<file path="config.mk">
export PLATFORM = sky130hd
export DESIGN_NAME = spcr_regs
export DESIGN_NICKNAME = d
export VERILOG_FILES = /design/src/spcr_pkg.sv /design/src/spcr_regs.sv
export SDC_FILE = /design/constraint.sdc
export NUM_CORES = 1
export LEC_CHECK = 0
export BUFFER_PORTS_ARGS = -buffer_cell sky130_fd_sc_hd__buf_2
export CAP_MARGIN = 20
export CORE_MARGIN = 2
export CORE_UTILIZATION = 60
export CTS_CLUSTER_DIAMETER = 40
export CTS_CLUSTER_SIZE = 24
export DETAILED_ROUTE_END_ITERATION = 8
export PLACE_DENSITY = 0.85
export SLEW_MARGIN = 20
export SYNTH_ARGS = -nofsm -noshare
export SYNTH_HDL_FRONTEND = slang
export SYNTH_SLANG_ARGS = --single-unit
</file>
<file path="constraint.sdc">
create_clock -name clk_sys -period 4.95 [get_ports clk_sys]
set_clock_uncertainty 0.15 [all_clocks]
set_input_delay 0.495 -clock clk_sys [delete_from_list [all_inputs] [get_ports clk_sys]]
set_output_delay 0.495 -clock clk_sys [all_outputs]
set_load 0.1 [all_outputs]
</file>
<file path="src/spcr_pkg.sv">
// spcr_pkg: register map, field layout and carriers for the switch port config bank
// assumes one 40 MHz clock and a plain address/strobe register port
package spcr_pkg;

  // word indices of the bank, byte address is four times the index
  localparam logic [3:0] SPCR_IDX_SRCID_LO = 4'h0;
  localparam logic [3:0] SPCR_IDX_SRCID_HI = 4'h1;
  localparam logic [3:0] SPCR_IDX_HOSTBLK = 4'h2;
  localparam logic [3:0] SPCR_IDX_ADDVAL_LO = 4'h3;
  localparam logic [3:0] SPCR_IDX_ADDVAL_HI = 4'h4;
  localparam logic [3:0] SPCR_IDX_PAUSE_LO = 4'h5;
  localparam logic [3:0] SPCR_IDX_PAUSE_HI = 4'h6;
  localparam logic [3:0] SPCR_IDX_TSCTL = 4'h7;
  localparam int SPCR_ADDR_W = 6;

  // reset values
  localparam logic [31:0] SPCR_RST_SRCID_LO = 32'h04030201;
  localparam logic [31:0] SPCR_RST_SRCID_HI = 32'h08070605;
  localparam logic [31:0] SPCR_RST_ZERO = 32'h00000000;

  // writable bit masks, everything else reads zero
  localparam logic [31:0] SPCR_MASK_ADDVAL = 32'h1F1F1F1F;
  localparam logic [31:0] SPCR_MASK_PAUSE_LO = 32'h0000FFFF;
  localparam logic [31:0] SPCR_MASK_TSCTL = 32'hFFFF0FFF;
  localparam logic [4:0] SPCR_ADDVAL_MAX = 5'h0B;

  // time-sync control field positions
  localparam int SPCR_TS_MSG_LSB = 16;
  localparam int SPCR_TS_HOST_STAMP = 11;
  localparam int SPCR_TS_TX_ANNEX_E = 10;
  localparam int SPCR_TS_RX_ANNEX_E = 9;
  localparam int SPCR_TS_LT2 = 8;
  localparam int SPCR_TS_TX_ANNEX_D = 7;
  localparam int SPCR_TS_TX_VLAN2 = 6;
  localparam int SPCR_TS_TX_VLAN1 = 5;
  localparam int SPCR_TS_TX_ANNEX_F = 4;
  localparam int SPCR_TS_RX_ANNEX_D = 3;
  localparam int SPCR_TS_RX_VLAN2 = 2;
  localparam int SPCR_TS_RX_VLAN1 = 1;
  localparam int SPCR_TS_RX_ANNEX_F = 0;

  // register port request
  typedef struct packed {
    logic [SPCR_ADDR_W-1:0] addr;
    logic [31:0] wdata;
    logic wr;
    logic rd;
  } spcr_req_s;

  // per-direction time-sync decode enables
  typedef struct packed {
    logic [15:0] msg_kind_en;
    logic annex_e;
    logic annex_d;
    logic vlan_type2;
    logic vlan_type1;
    logic annex_f;
    logic second_length_type;
  } spcr_ts_dir_s;

  // received frame descriptor from the datapath
  typedef struct packed {
    logic valid;
    logic [2:0] port_idx;
  } spcr_rx_s;

  // pause frame source address insertion
  typedef struct packed {
    logic valid;
    logic [47:0] src_addr;
  } spcr_pause_s;

endpackage : spcr_pkg

</file>
<file path="src/spcr_regs.sv">
// spcr_regs: per-port configuration registers of the gigabit switch
// assumes the datapath flags rx frames and pause frame slots in the clk_sys domain
// Behaviour
// RULE_01 - rx frame on port k gets port k source id; ids reset to k
// RULE_02 - ports 1-4 in first word, 5-8 in second, low port lowest byte
// RULE_03 - eight 4-bit host block counts, priority p at bits 4p+3:4p, reset zero
// RULE_04 - software keeps each 5-bit outflow add value at eleven or below
// RULE_05 - pause address goes only into transmitted pause frames
// RULE_06 - low pause word: byte0 at 15:8, byte1 at 7:0, upper half reserved
// RULE_07 - high pause word: bytes 2,3,4,5 at 31:24,23:16,15:8,7:0, reset zero
// RULE_08 - message kind enable bit i admits type i both directions
// RULE_09 - rx decode enables: annex E 9, D 3, vlan2 2, vlan1 1, F 0
// RULE_10 - tx decode enables: annex E 10, D 7, vlan2 6, vlan1 5, F 4
// RULE_11 - one second-length-type enable at bit 8 serves tx and rx
// RULE_12 - tx host time stamp enable at bit 11, reset zero
// RULE_13 - reserved bits read zero and ignore writes
`timescale 1ns/1ps
module spcr_regs (
  // clock and reset
  input wire logic clk_sys,
  input wire logic srst,
  // register port
  input wire spcr_pkg::spcr_req_s req,
  output logic [31:0] rdata,
  // receive source id lookup
  input wire spcr_pkg::spcr_rx_s rx_in,
  output logic [7:0] packet_source_identifier,
  output logic packet_source_identifier_valid,
  // pause frame address insertion
  input wire logic pause_frame_slot,
  output spcr_pkg::spcr_pause_s pause_out,
  // configuration towards the datapath
  output logic [31:0] host_block_count_prio,
  output logic [39:0] outflow_increment_prio,
  output spcr_pkg::spcr_ts_dir_s ts_rx,
  output spcr_pkg::spcr_ts_dir_s ts_tx,
  output logic tx_host_stamp_enable
);
  import spcr_pkg::*;

  ////////////////////////////////////////////////////////////////////////////
  // storage: one flip-flop word per register, indexed
  localparam int NREG = 8;
  logic [31:0] regs_q [NREG];
  logic [31:0] regs_d [NREG];
  logic [31:0] rdata_q;
  logic [31:0] rdata_d;

  // writable mask per index, reserved lanes stay zero
  function automatic logic [31:0] wmask(input logic [3:0] idx);
    case (idx)
      SPCR_IDX_ADDVAL_LO, SPCR_IDX_ADDVAL_HI: wmask = SPCR_MASK_ADDVAL;
      SPCR_IDX_PAUSE_LO: wmask = SPCR_MASK_PAUSE_LO;
      SPCR_IDX_TSCTL: wmask = SPCR_MASK_TSCTL;
      default: wmask = 32'hFFFFFFFF;
    endcase
  endfunction : wmask

  // word-aligned decode; unmapped or unaligned reads give zero
  function automatic logic hit(input logic [SPCR_ADDR_W-1:0] a);
    hit = (a[1:0] == 2'h0) && (a[SPCR_ADDR_W-1:2] < 4'h8);
  endfunction : hit

  ////////////////////////////////////////////////////////////////////////////
  // next-state of the register file and the read data
  logic [3:0] widx;
  always_comb begin
    widx = {1'b0, req.addr[4:2]};
    for (int i = 0; i < NREG; i++) begin
      regs_d[i] = regs_q[i];
    end
    // masked store keeps reserved bits at zero
    if (req.wr && hit(req.addr)) begin
      regs_d[widx[2:0]] = req.wdata & wmask(widx); // RULE_13
    end
    rdata_d = 32'h00000000;
    if (req.rd && hit(req.addr)) begin
      rdata_d = regs_q[widx[2:0]];
    end
  end

  // register process only; id words reset to their port numbers
  always_ff @(posedge clk_sys) begin
    if (srst) begin
      for (int i = 0; i < NREG; i++) begin
        regs_q[i] <= SPCR_RST_ZERO; // RULE_03 RULE_07 RULE_12
      end
      regs_q[SPCR_IDX_SRCID_LO[2:0]] <= SPCR_RST_SRCID_LO; // RULE_01 RULE_02
      regs_q[SPCR_IDX_SRCID_HI[2:0]] <= SPCR_RST_SRCID_HI; // RULE_02
      rdata_q <= 32'h00000000;
    end else begin
      for (int i = 0; i < NREG; i++) begin
        regs_q[i] <= regs_d[i];
      end
      rdata_q <= rdata_d;
    end
  end
  assign rdata = rdata_q;

  ////////////////////////////////////////////////////////////////////////////
  // source id stamped into info word 0 of each received frame
  logic [7:0] srcid_q;
  logic [7:0] srcid_d;
  logic srcid_v_q;
  logic srcid_v_d;
  logic [63:0] ids_all;
  always_comb begin
    // port k sits at byte k-1 across the two words
    ids_all = {regs_q[SPCR_IDX_SRCID_HI[2:0]], regs_q[SPCR_IDX_SRCID_LO[2:0]]}; // RULE_02
    srcid_v_d = rx_in.valid;
    srcid_d = rx_in.valid ? ids_all[rx_in.port_idx*8 +: 8] : srcid_q; // RULE_01
  end

  always_ff @(posedge clk_sys) begin
    if (srst) begin
      srcid_q <= 8'h00;
      srcid_v_q <= 1'b0;
    end else begin
      srcid_q <= srcid_d;
      srcid_v_q <= srcid_v_d;
    end
  end
  assign packet_source_identifier = srcid_q;
  assign packet_source_identifier_valid = srcid_v_q;

  ////////////////////////////////////////////////////////////////////////////
  // pause address: driven only on pause slots, zero otherwise so it cannot leak
  spcr_pause_s pause_q;
  spcr_pause_s pause_d;
  logic [31:0] plo;
  logic [31:0] phi;
  always_comb begin
    plo = regs_q[SPCR_IDX_PAUSE_LO[2:0]];
    phi = regs_q[SPCR_IDX_PAUSE_HI[2:0]];
    pause_d.valid = pause_frame_slot; // RULE_05
    pause_d.src_addr = 48'h000000000000;
    if (pause_frame_slot) begin
      // byte0 is first on the wire; bytes packed byte5..byte0
      pause_d.src_addr = {phi[7:0], phi[15:8], phi[23:16], phi[31:24], // RULE_07
                          plo[7:0], plo[15:8]}; // RULE_06
    end
  end

  always_ff @(posedge clk_sys) begin
    if (srst) begin
      pause_q <= '0;
    end else begin
      pause_q <= pause_d;
    end
  end
  assign pause_out = pause_q;

  ////////////////////////////////////////////////////////////////////////////
  // configuration fan-out, registered so outputs come from flip-flops
  logic [31:0] hb_q;
  logic [39:0] av_q;
  spcr_ts_dir_s rx_q;
  spcr_ts_dir_s tx_q;
  logic hts_q;
  logic [31:0] hb_d;
  logic [39:0] av_d;
  spcr_ts_dir_s rx_d;
  spcr_ts_dir_s tx_d;
  logic hts_d;
  logic [31:0] ts;
  logic [31:0] avl;
  logic [31:0] avh;
  always_comb begin
    ts = regs_d[SPCR_IDX_TSCTL[2:0]];
    avl = regs_d[SPCR_IDX_ADDVAL_LO[2:0]];
    avh = regs_d[SPCR_IDX_ADDVAL_HI[2:0]];
    hb_d = regs_d[SPCR_IDX_HOSTBLK[2:0]]; // RULE_03
    // values above eleven are software's fault; passed unchanged
    av_d = {avh[28:24], avh[20:16], avh[12:8], avh[4:0],
            avl[28:24], avl[20:16], avl[12:8], avl[4:0]}; // RULE_04
    rx_d.msg_kind_en = ts[SPCR_TS_MSG_LSB +: 16]; // RULE_08
    tx_d.msg_kind_en = ts[SPCR_TS_MSG_LSB +: 16]; // RULE_08
    rx_d.annex_e = ts[SPCR_TS_RX_ANNEX_E]; // RULE_09
    rx_d.annex_d = ts[SPCR_TS_RX_ANNEX_D]; // RULE_09
    rx_d.vlan_type2 = ts[SPCR_TS_RX_VLAN2]; // RULE_09
    rx_d.vlan_type1 = ts[SPCR_TS_RX_VLAN1]; // RULE_09
    rx_d.annex_f = ts[SPCR_TS_RX_ANNEX_F]; // RULE_09
    tx_d.annex_e = ts[SPCR_TS_TX_ANNEX_E]; // RULE_10
    tx_d.annex_d = ts[SPCR_TS_TX_ANNEX_D]; // RULE_10
    tx_d.vlan_type2 = ts[SPCR_TS_TX_VLAN2]; // RULE_10
    tx_d.vlan_type1 = ts[SPCR_TS_TX_VLAN1]; // RULE_10
    tx_d.annex_f = ts[SPCR_TS_TX_ANNEX_F]; // RULE_10
    rx_d.second_length_type = ts[SPCR_TS_LT2]; // RULE_11
    tx_d.second_length_type = ts[SPCR_TS_LT2]; // RULE_11
    hts_d = ts[SPCR_TS_HOST_STAMP]; // RULE_12
  end

  // fed from next values so outputs track the registers with no extra lag
  always_ff @(posedge clk_sys) begin
    if (srst) begin
      hb_q <= 32'h00000000;
      av_q <= 40'h0000000000;
      rx_q <= '0;
      tx_q <= '0;
      hts_q <= 1'b0;
    end else begin
      hb_q <= hb_d;
      av_q <= av_d;
      rx_q <= rx_d;
      tx_q <= tx_d;
      hts_q <= hts_d;
    end
  end
  assign host_block_count_prio = hb_q;
  assign outflow_increment_prio = av_q;
  assign ts_rx = rx_q;
  assign ts_tx = tx_q;
  assign tx_host_stamp_enable = hts_q;

  ////////////////////////////////////////////////////////////////////////////
  // checks
  AST_SRCID_LOOKUP: assert property (@(posedge clk_sys) disable iff (srst) // RULE_01
    rx_in.valid |=> packet_source_identifier_valid &&
      packet_source_identifier == $past(ids_all[rx_in.port_idx*8 +: 8]))
    else $error("source id not taken from the port byte");
  AST_SRCID_RESET: assert property (@(posedge clk_sys) // RULE_02
    $past(srst) |-> regs_q[0] == 32'h04030201 && regs_q[1] == 32'h08070605)
    else $error("source ids did not reset to port numbers");
  AST_HOSTBLK_WRITE: assert property (@(posedge clk_sys) disable iff (srst) // RULE_03
    req.wr && req.addr == 6'h08 |=> host_block_count_prio == $past(req.wdata))
    else $error("host block counts not written");
  AST_PAUSE_ONLY: assert property (@(posedge clk_sys) disable iff (srst) // RULE_05
    !pause_out.valid |-> pause_out.src_addr == 48'h000000000000)
    else $error("pause address leaked outside pause frame");
  AST_PAUSE_LOW: assert property (@(posedge clk_sys) disable iff (srst) // RULE_06
    pause_frame_slot |=> pause_out.src_addr[7:0] == $past(plo[15:8]) &&
      pause_out.src_addr[15:8] == $past(plo[7:0]))
    else $error("pause low bytes misplaced");
  AST_PAUSE_HIGH: assert property (@(posedge clk_sys) disable iff (srst) // RULE_07
    pause_frame_slot |=> pause_out.src_addr[47:16] ==
      {$past(phi[7:0]), $past(phi[15:8]), $past(phi[23:16]), $past(phi[31:24])})
    else $error("pause high bytes misplaced");
  AST_MSG_BOTH: assert property (@(posedge clk_sys) disable iff (srst) // RULE_08
    ts_rx.msg_kind_en == ts_tx.msg_kind_en && ts_rx.msg_kind_en == regs_q[7][31:16])
    else $error("message kind enables differ by direction");
  AST_RX_BITS: assert property (@(posedge clk_sys) disable iff (srst) // RULE_09
    {ts_rx.annex_e, ts_rx.annex_d, ts_rx.vlan_type2, ts_rx.vlan_type1, ts_rx.annex_f}
      == {regs_q[7][9], regs_q[7][3:0]})
    else $error("rx decode enables misplaced");
  AST_TX_BITS: assert property (@(posedge clk_sys) disable iff (srst) // RULE_10
    {ts_tx.annex_e, ts_tx.annex_d, ts_tx.vlan_type2, ts_tx.vlan_type1, ts_tx.annex_f}
      == {regs_q[7][10], regs_q[7][7:4]})
    else $error("tx decode enables misplaced");
  AST_LT2_SHARED: assert property (@(posedge clk_sys) disable iff (srst) // RULE_11
    ts_rx.second_length_type == regs_q[7][8] && ts_tx.second_length_type == regs_q[7][8])
    else $error("second length type enable not shared");
  AST_HOST_STAMP: assert property (@(posedge clk_sys) disable iff (srst) // RULE_12
    tx_host_stamp_enable == regs_q[7][11])
    else $error("host stamp enable not at bit 11");
  AST_RESERVED: assert property (@(posedge clk_sys) disable iff (srst) // RULE_13
    ((regs_q[3] | regs_q[4]) & ~32'h1F1F1F1F) == 32'h00000000 &&
      regs_q[5][31:16] == 16'h0000 &&
      regs_q[7][15:12] == 4'h0)
    else $error("reserved bits not zero");

endmodule : spcr_regs

</file>
* Word-level counts from Yosys, hierarchy flattened
Memory sizes are Yosys's and may differ from the RTL's. A register that Yosys moved wholly into a read port is not among the register bits. Cells that the tools add are included.
Word-level totals: RAM bits 256, flip-flop bits (word level) 110, output and inout bits 207, memories 1
Memories:
- regs_q | depth 8, bits a word 32, rd ports 11, clocked after Yosys merged registers in 3, wr ports 8, RTL line spcr_regs.sv:44 | logic [31:0] regs_q [NREG];
Operators by class: reductions and logical operators 8, equality and inequality tests 4, magnitude comparators 3, shifts and indexed selects 1, mux-type cells 19, bitwise operators 14
Operator list (number):
- two-way mux 32 bit | 12
- bitwise mux 256 bit | 1
- two-way mux 256 bit | 1
- demux 32 bit (select 3 bit) | 1
- case mux 32 bit (3 select lines) | 1
- indexed part select 64 x 7 -> 8 bit | 1
- bitwise AND 32 bit | 1
- OR 1 bit | 10
- equality test 3 bit, second input constant | 3
- OR reduction 2 bit | 3
- greater-or-equal comparator 4 bit, second input constant | 1
- logical AND 1 bit | 4
- less-than comparator 4 x 1 -> 1 bit, second input constant | 1
- less-than comparator 4 bit, second input constant | 1
- NOT 3 -> 4 bit | 1
- equality test 3 x 2 -> 1 bit, second input constant | 1
- two-way mux 1 bit | 3
- logical NOT 2 bit | 1
- NOT 1 bit | 2

* Logic depth before layout (Yosys ltp)
depth after elaboration 8, mapped depth 8, depth with buffers taken out 4

* Worst setup path after synthesis
No wires, ideal clock.
path kind input -> register, start point input req[39] (netlist name), end point memory regs_q[2][30], library setup time 0.122 ns, stages 6, path buffers 2, arrival time 1.821 ns, required time 4.678 ns, slack 2.857 ns, path through or4b_4 -> or3_1 -> buf_2 -> buf_6 -> nand3b_1 -> o21ai_1
RTL lines:
- from (decl) | RTL line spcr_regs.sv:23 | input wire spcr_pkg::spcr_req_s req,
- to (decl) | RTL line spcr_regs.sv:44

==> results.txt <==
The flow ran to the end, and the final reports show no timing, DRC or antenna violations. After synthesis, the cell types taking the most area are sky130_fd_sc_hd__dfxtp_1 48%, sky130_fd_sc_hd__nand2_1 8.3%, sky130_fd_sc_hd__a21oi_1 6.2%. Total power for the finished layout comes to between 6 and 7 mW.

Summed over all cells, the static leakage comes to 6.54 nW. Along the worst hold path, the cell count comes to 3. Summing all non-filler instances in the final layout gives an area of between 0.015 and 0.02 mm². The count of nets after finishing came out at about 1700. The via count is 12700. When the netlist entered floorplanning its net count stood at about 1600. The worst supply voltage drop on vdd is 0.000270 V. The post-cts gate resize count is 0.

Port buffering added 253 buffers. The peak fanout along the critical path came out at 39. The worst setup path is launched from an input pin. The critical path is of the in -> reg type. The post-CTS setup repair buffer count came out at 0. For this design the ratio of total power to cell area is around 370 mW/mm².

The area growth from synthesis to layout is 13.4%. Global routing used approximately 7.5% of the available met3 tracks. Across the run, the number of max-cap violations was 0.

The overall routing resource usage is a little over a third. The data required time at the worst endpoint came out at around 5.2 ns. The initial core utilization came out at roughly three fifths. The startpoint identified for the worst hold timing path is req[32]. Setup repair after global routing left no endpoint under its margin. At the worst endpoint, the arrival time is roughly 3.3 ns. The overall die area is about 0.025 mm². The iteration-0 DRC count of the detailed router came out at ~1900.

The relative max-transition margin came out at 26.4%. The number of antenna violations at the first check in global routing came out at 0. The area of the mapped netlist is between 0.01 and 0.015 mm². The via count of the first global-routing pass was around 12000. The top achievable clock speed is between 300 and 400 MHz.

No sink is reached through more buffers than the 3 on the longest clock path. Global routing used around half of the available met1 tracks. The nature of the critical path endpoint is a flip-flop. The met2 usage in global routing came out at between 50% and 60%. The sum of overflow across all layers after global routing came out at 0. The post-synthesis area per instance is 9.00 µm².

The insertion delay of the later-clocked pin in the worst-skew pair is between 0.5 and 0.6 ns. Dividing the final minimum period by the clock period gives between 60% and 70%. The final worst hold slack came out at between 0.07 and 0.08 ns. The post-DP HPWL came out at 30100 µm. In the routed design, unresolved DRC markers number 0. The post-detailed-route count of antenna-violating nets is 0. The synthesized design devotes to its leading area cell type 48.3% of total area. The clock-pin slew of the registers on the worst-case setup and hold paths is 0.07 ns.

The length in cells of the worst reg-to-reg path is 3. TritonCTS built the clock tree. The tree is rooted in a sky130_fd_sc_hd__clkbuf_16.

The worst register-to-register path ends at rdata[23]$_SDFF_PP0_. The number of sinks driven by the clock tree is roughly 350. The area of the core is between 0.02 and 0.025 mm². The largest area contributor in the synthesized netlist is sky130_fd_sc_hd__dfxtp_1. The cell area after placement is approximately 0.015 mm². The flip-flop and latch count after synthesis is about 350. The cell count after synthesis came out at ~1600. The number of detailed-routing iterations run before antenna repair came out at 6. For hold timing, the worst endpoint is regs_q[1][30]$_SDFFE_PP0P_. The kind of path behind the tightest hold check is in -> reg.

The share of async-settable or async-resettable flops after synthesis is 0%. The number of max-slew violations in the final report was 0. The H-tree depth came out at 2. The global placer's final weighted congestion is between 0.9 and 1. Setup violations remaining at the end of the flow were counted as 0. The wire length per cell after detailed routing came out at between 20 and 25 µm. The count of flip-flops with a built-in enable after synthesis came out at 0.

The total clock buffers created by CTS came out at 38. For the final routed database, the setup TNS stands at 0 ns. In this run the most used layer during global routing was met2.

The sum of routed wire length over all layers came out at 45300 µm. The die span in y is between 150 and 200 µm. The startpoint identified for the worst register-to-register timing path is regs_q[2][23]$_SDFFE_PP0P_.

The most used flip-flop cell after synthesis is sky130_fd_sc_hd__dfxtp_1. During synthesis, Yosys emitted a total of 0 warnings. The share of post-route cells with drive strength above 1 is 24.5%. The largest net degree at the start of global routing came out at 140. The minimum clock period after layout is ~3 ns. After synthesis, flip-flops and latches occupy between 40% and 50% of the total area. The slew at the pin closest to its max-slew limit is 1.10 ns. The floorplan row count is 56. Including well taps, the total number of placed cells is between 1500 and 2000.

The reg-to-reg setup timing slack came out at ~3.4 ns. The final standard cell count with taps included and fillers excluded came out at 2044. The number of distinct library cells after synthesis came out at 43. The first global-routing pass estimated 67400 µm of wire. The quantity of hold-fixing buffers added after cts is 0. The overall die width is roughly 160 µm.

The number of hold-slack violations in the final timing report came out at 0. The I/O pin total came out at approximately 250. The detail-routed via count per cell is between 6 and 7.
## routing by layer
metal	vias to the layer above	wire (µm)
met1	5911	17100
met3	186	5730
met2	1046	20100
met5	-	0
li1	5588	-
met4	0	2380
## worst max-delay path by stage
stage / from / end / slack [ns] / cells past startpoint
after floorplan: req[39] / regs_q[2][30]$_SDFFE_PP0P_ / 2.86 / 6
after global placement: req[36] / regs_q[3][30]$_SDFFE_PP0P_ / 1.68 / 5
after detailed placement: req[36] / regs_q[3][13]$_SDFFE_PP0P_ / 1.54 / 5
after CTS: req[36] / regs_q[3][13]$_SDFFE_PP0P_ / 2.02 / 5
after global routing: req[36] / regs_q[3][31]$_SDFFE_PP0P_ / 1.88 / 5
final: req[36] / regs_q[3][13]$_SDFFE_PP0P_ / 1.95 / 5
## cell usage after synthesis, drive strengths merged (10+ instances only)
cell,instances
a21oi,177
a221o,10
a222oi,10
a22o,11
a22oi,26
and2,101
buf,146
clkbuf,70
dfxtp,346
mux2,46
mux2i,39
mux4,18
nand2,316
nand3,21
nand3b,51
nor2,47
nor3,26
o21ai,52
o22ai,12
## report_power, final
| group | internal, mW | switching [mW] |
|---|---|---|
| Sequential | 2.80 | 0.0104 |
| Combinational | 0.0935 | 0.284 |
| Clock | 1.58 | 1.25 |
| Total | 4.47 | 1.54 |
## cell usage in the layout, fill, tap and decap left out, types with 11 or more instances in the layout
cell type	count
sky130_fd_sc_hd__mux2i_1	39
sky130_fd_sc_hd__nor3_1	24
sky130_fd_sc_hd__nand3_1	21
sky130_fd_sc_hd__mux4_2	18
sky130_fd_sc_hd__a21oi_1	177
sky130_fd_sc_hd__o21ai_1	12
sky130_fd_sc_hd__buf_4	27
sky130_fd_sc_hd__clkbuf_16	39
sky130_fd_sc_hd__o22ai_1	12
sky130_fd_sc_hd__o21ai_0	40
sky130_fd_sc_hd__nand2_1	316
sky130_fd_sc_hd__a22oi_1	26
sky130_fd_sc_hd__and2_1	101
sky130_fd_sc_hd__dfxtp_1	346
sky130_fd_sc_hd__buf_2	252
sky130_fd_sc_hd__nor2_1	46
sky130_fd_sc_hd__mux2_2	46
sky130_fd_sc_hd__a22o_1	11
sky130_fd_sc_hd__nand3b_1	51
## worst max-delay path: stages
cell and delay (ns):
sky130_fd_sc_hd__buf_2 0.75, sky130_fd_sc_hd__and3b_1 0.50, sky130_fd_sc_hd__and2_1 0.83, sky130_fd_sc_hd__nor2_1 0.37, sky130_fd_sc_hd__and2_1 0.28
## registers in the layout, indices dropped and copies added (netlist names)
register / cells
rdata: 32
pause_out: 49
outflow_increment_prio: 40
packet_source_identifier: 8
packet_source_identifier_valid: 1
ts_rx: 16
regs_q: 200
## kinds of logic (layout without fill, tap and decap cells)
kind of cell / count (synthesis) / in the layout / share of synthesized area, %
AOI/OAI and AO/OA: 333 / 333 / 13.9
DFF: 346 / 346 / 48.3
and+or+nand+nor: 594 / 594 / 19.9
muxes: 103 / 103 / 9.17
buffers and inverters: 216 / 348 / 8.74
other: 0 / 1 / 0
## through the flow
stage,util (%),setup WS [ns]
finish,69.2,1.95
floorplan,-,2.86
global placement,63.8,1.68
CTS,69.2,2.02
global route,69.2,1.88
detailed placement,63.8,1.54
## final cells by class
class / instances / area, µm²
fill: 1759 / 7230
sequential: 346 / 6930
multi-input combinational: 1030 / 6170
timing repair buffer: 280 / 1480
clock buffer: 45 / 1020
tap: 319 / 399
clock inverter: 23 / 245
antenna: 1 / 2.50
Note: power is estimated with default switching activity, not from simulation.
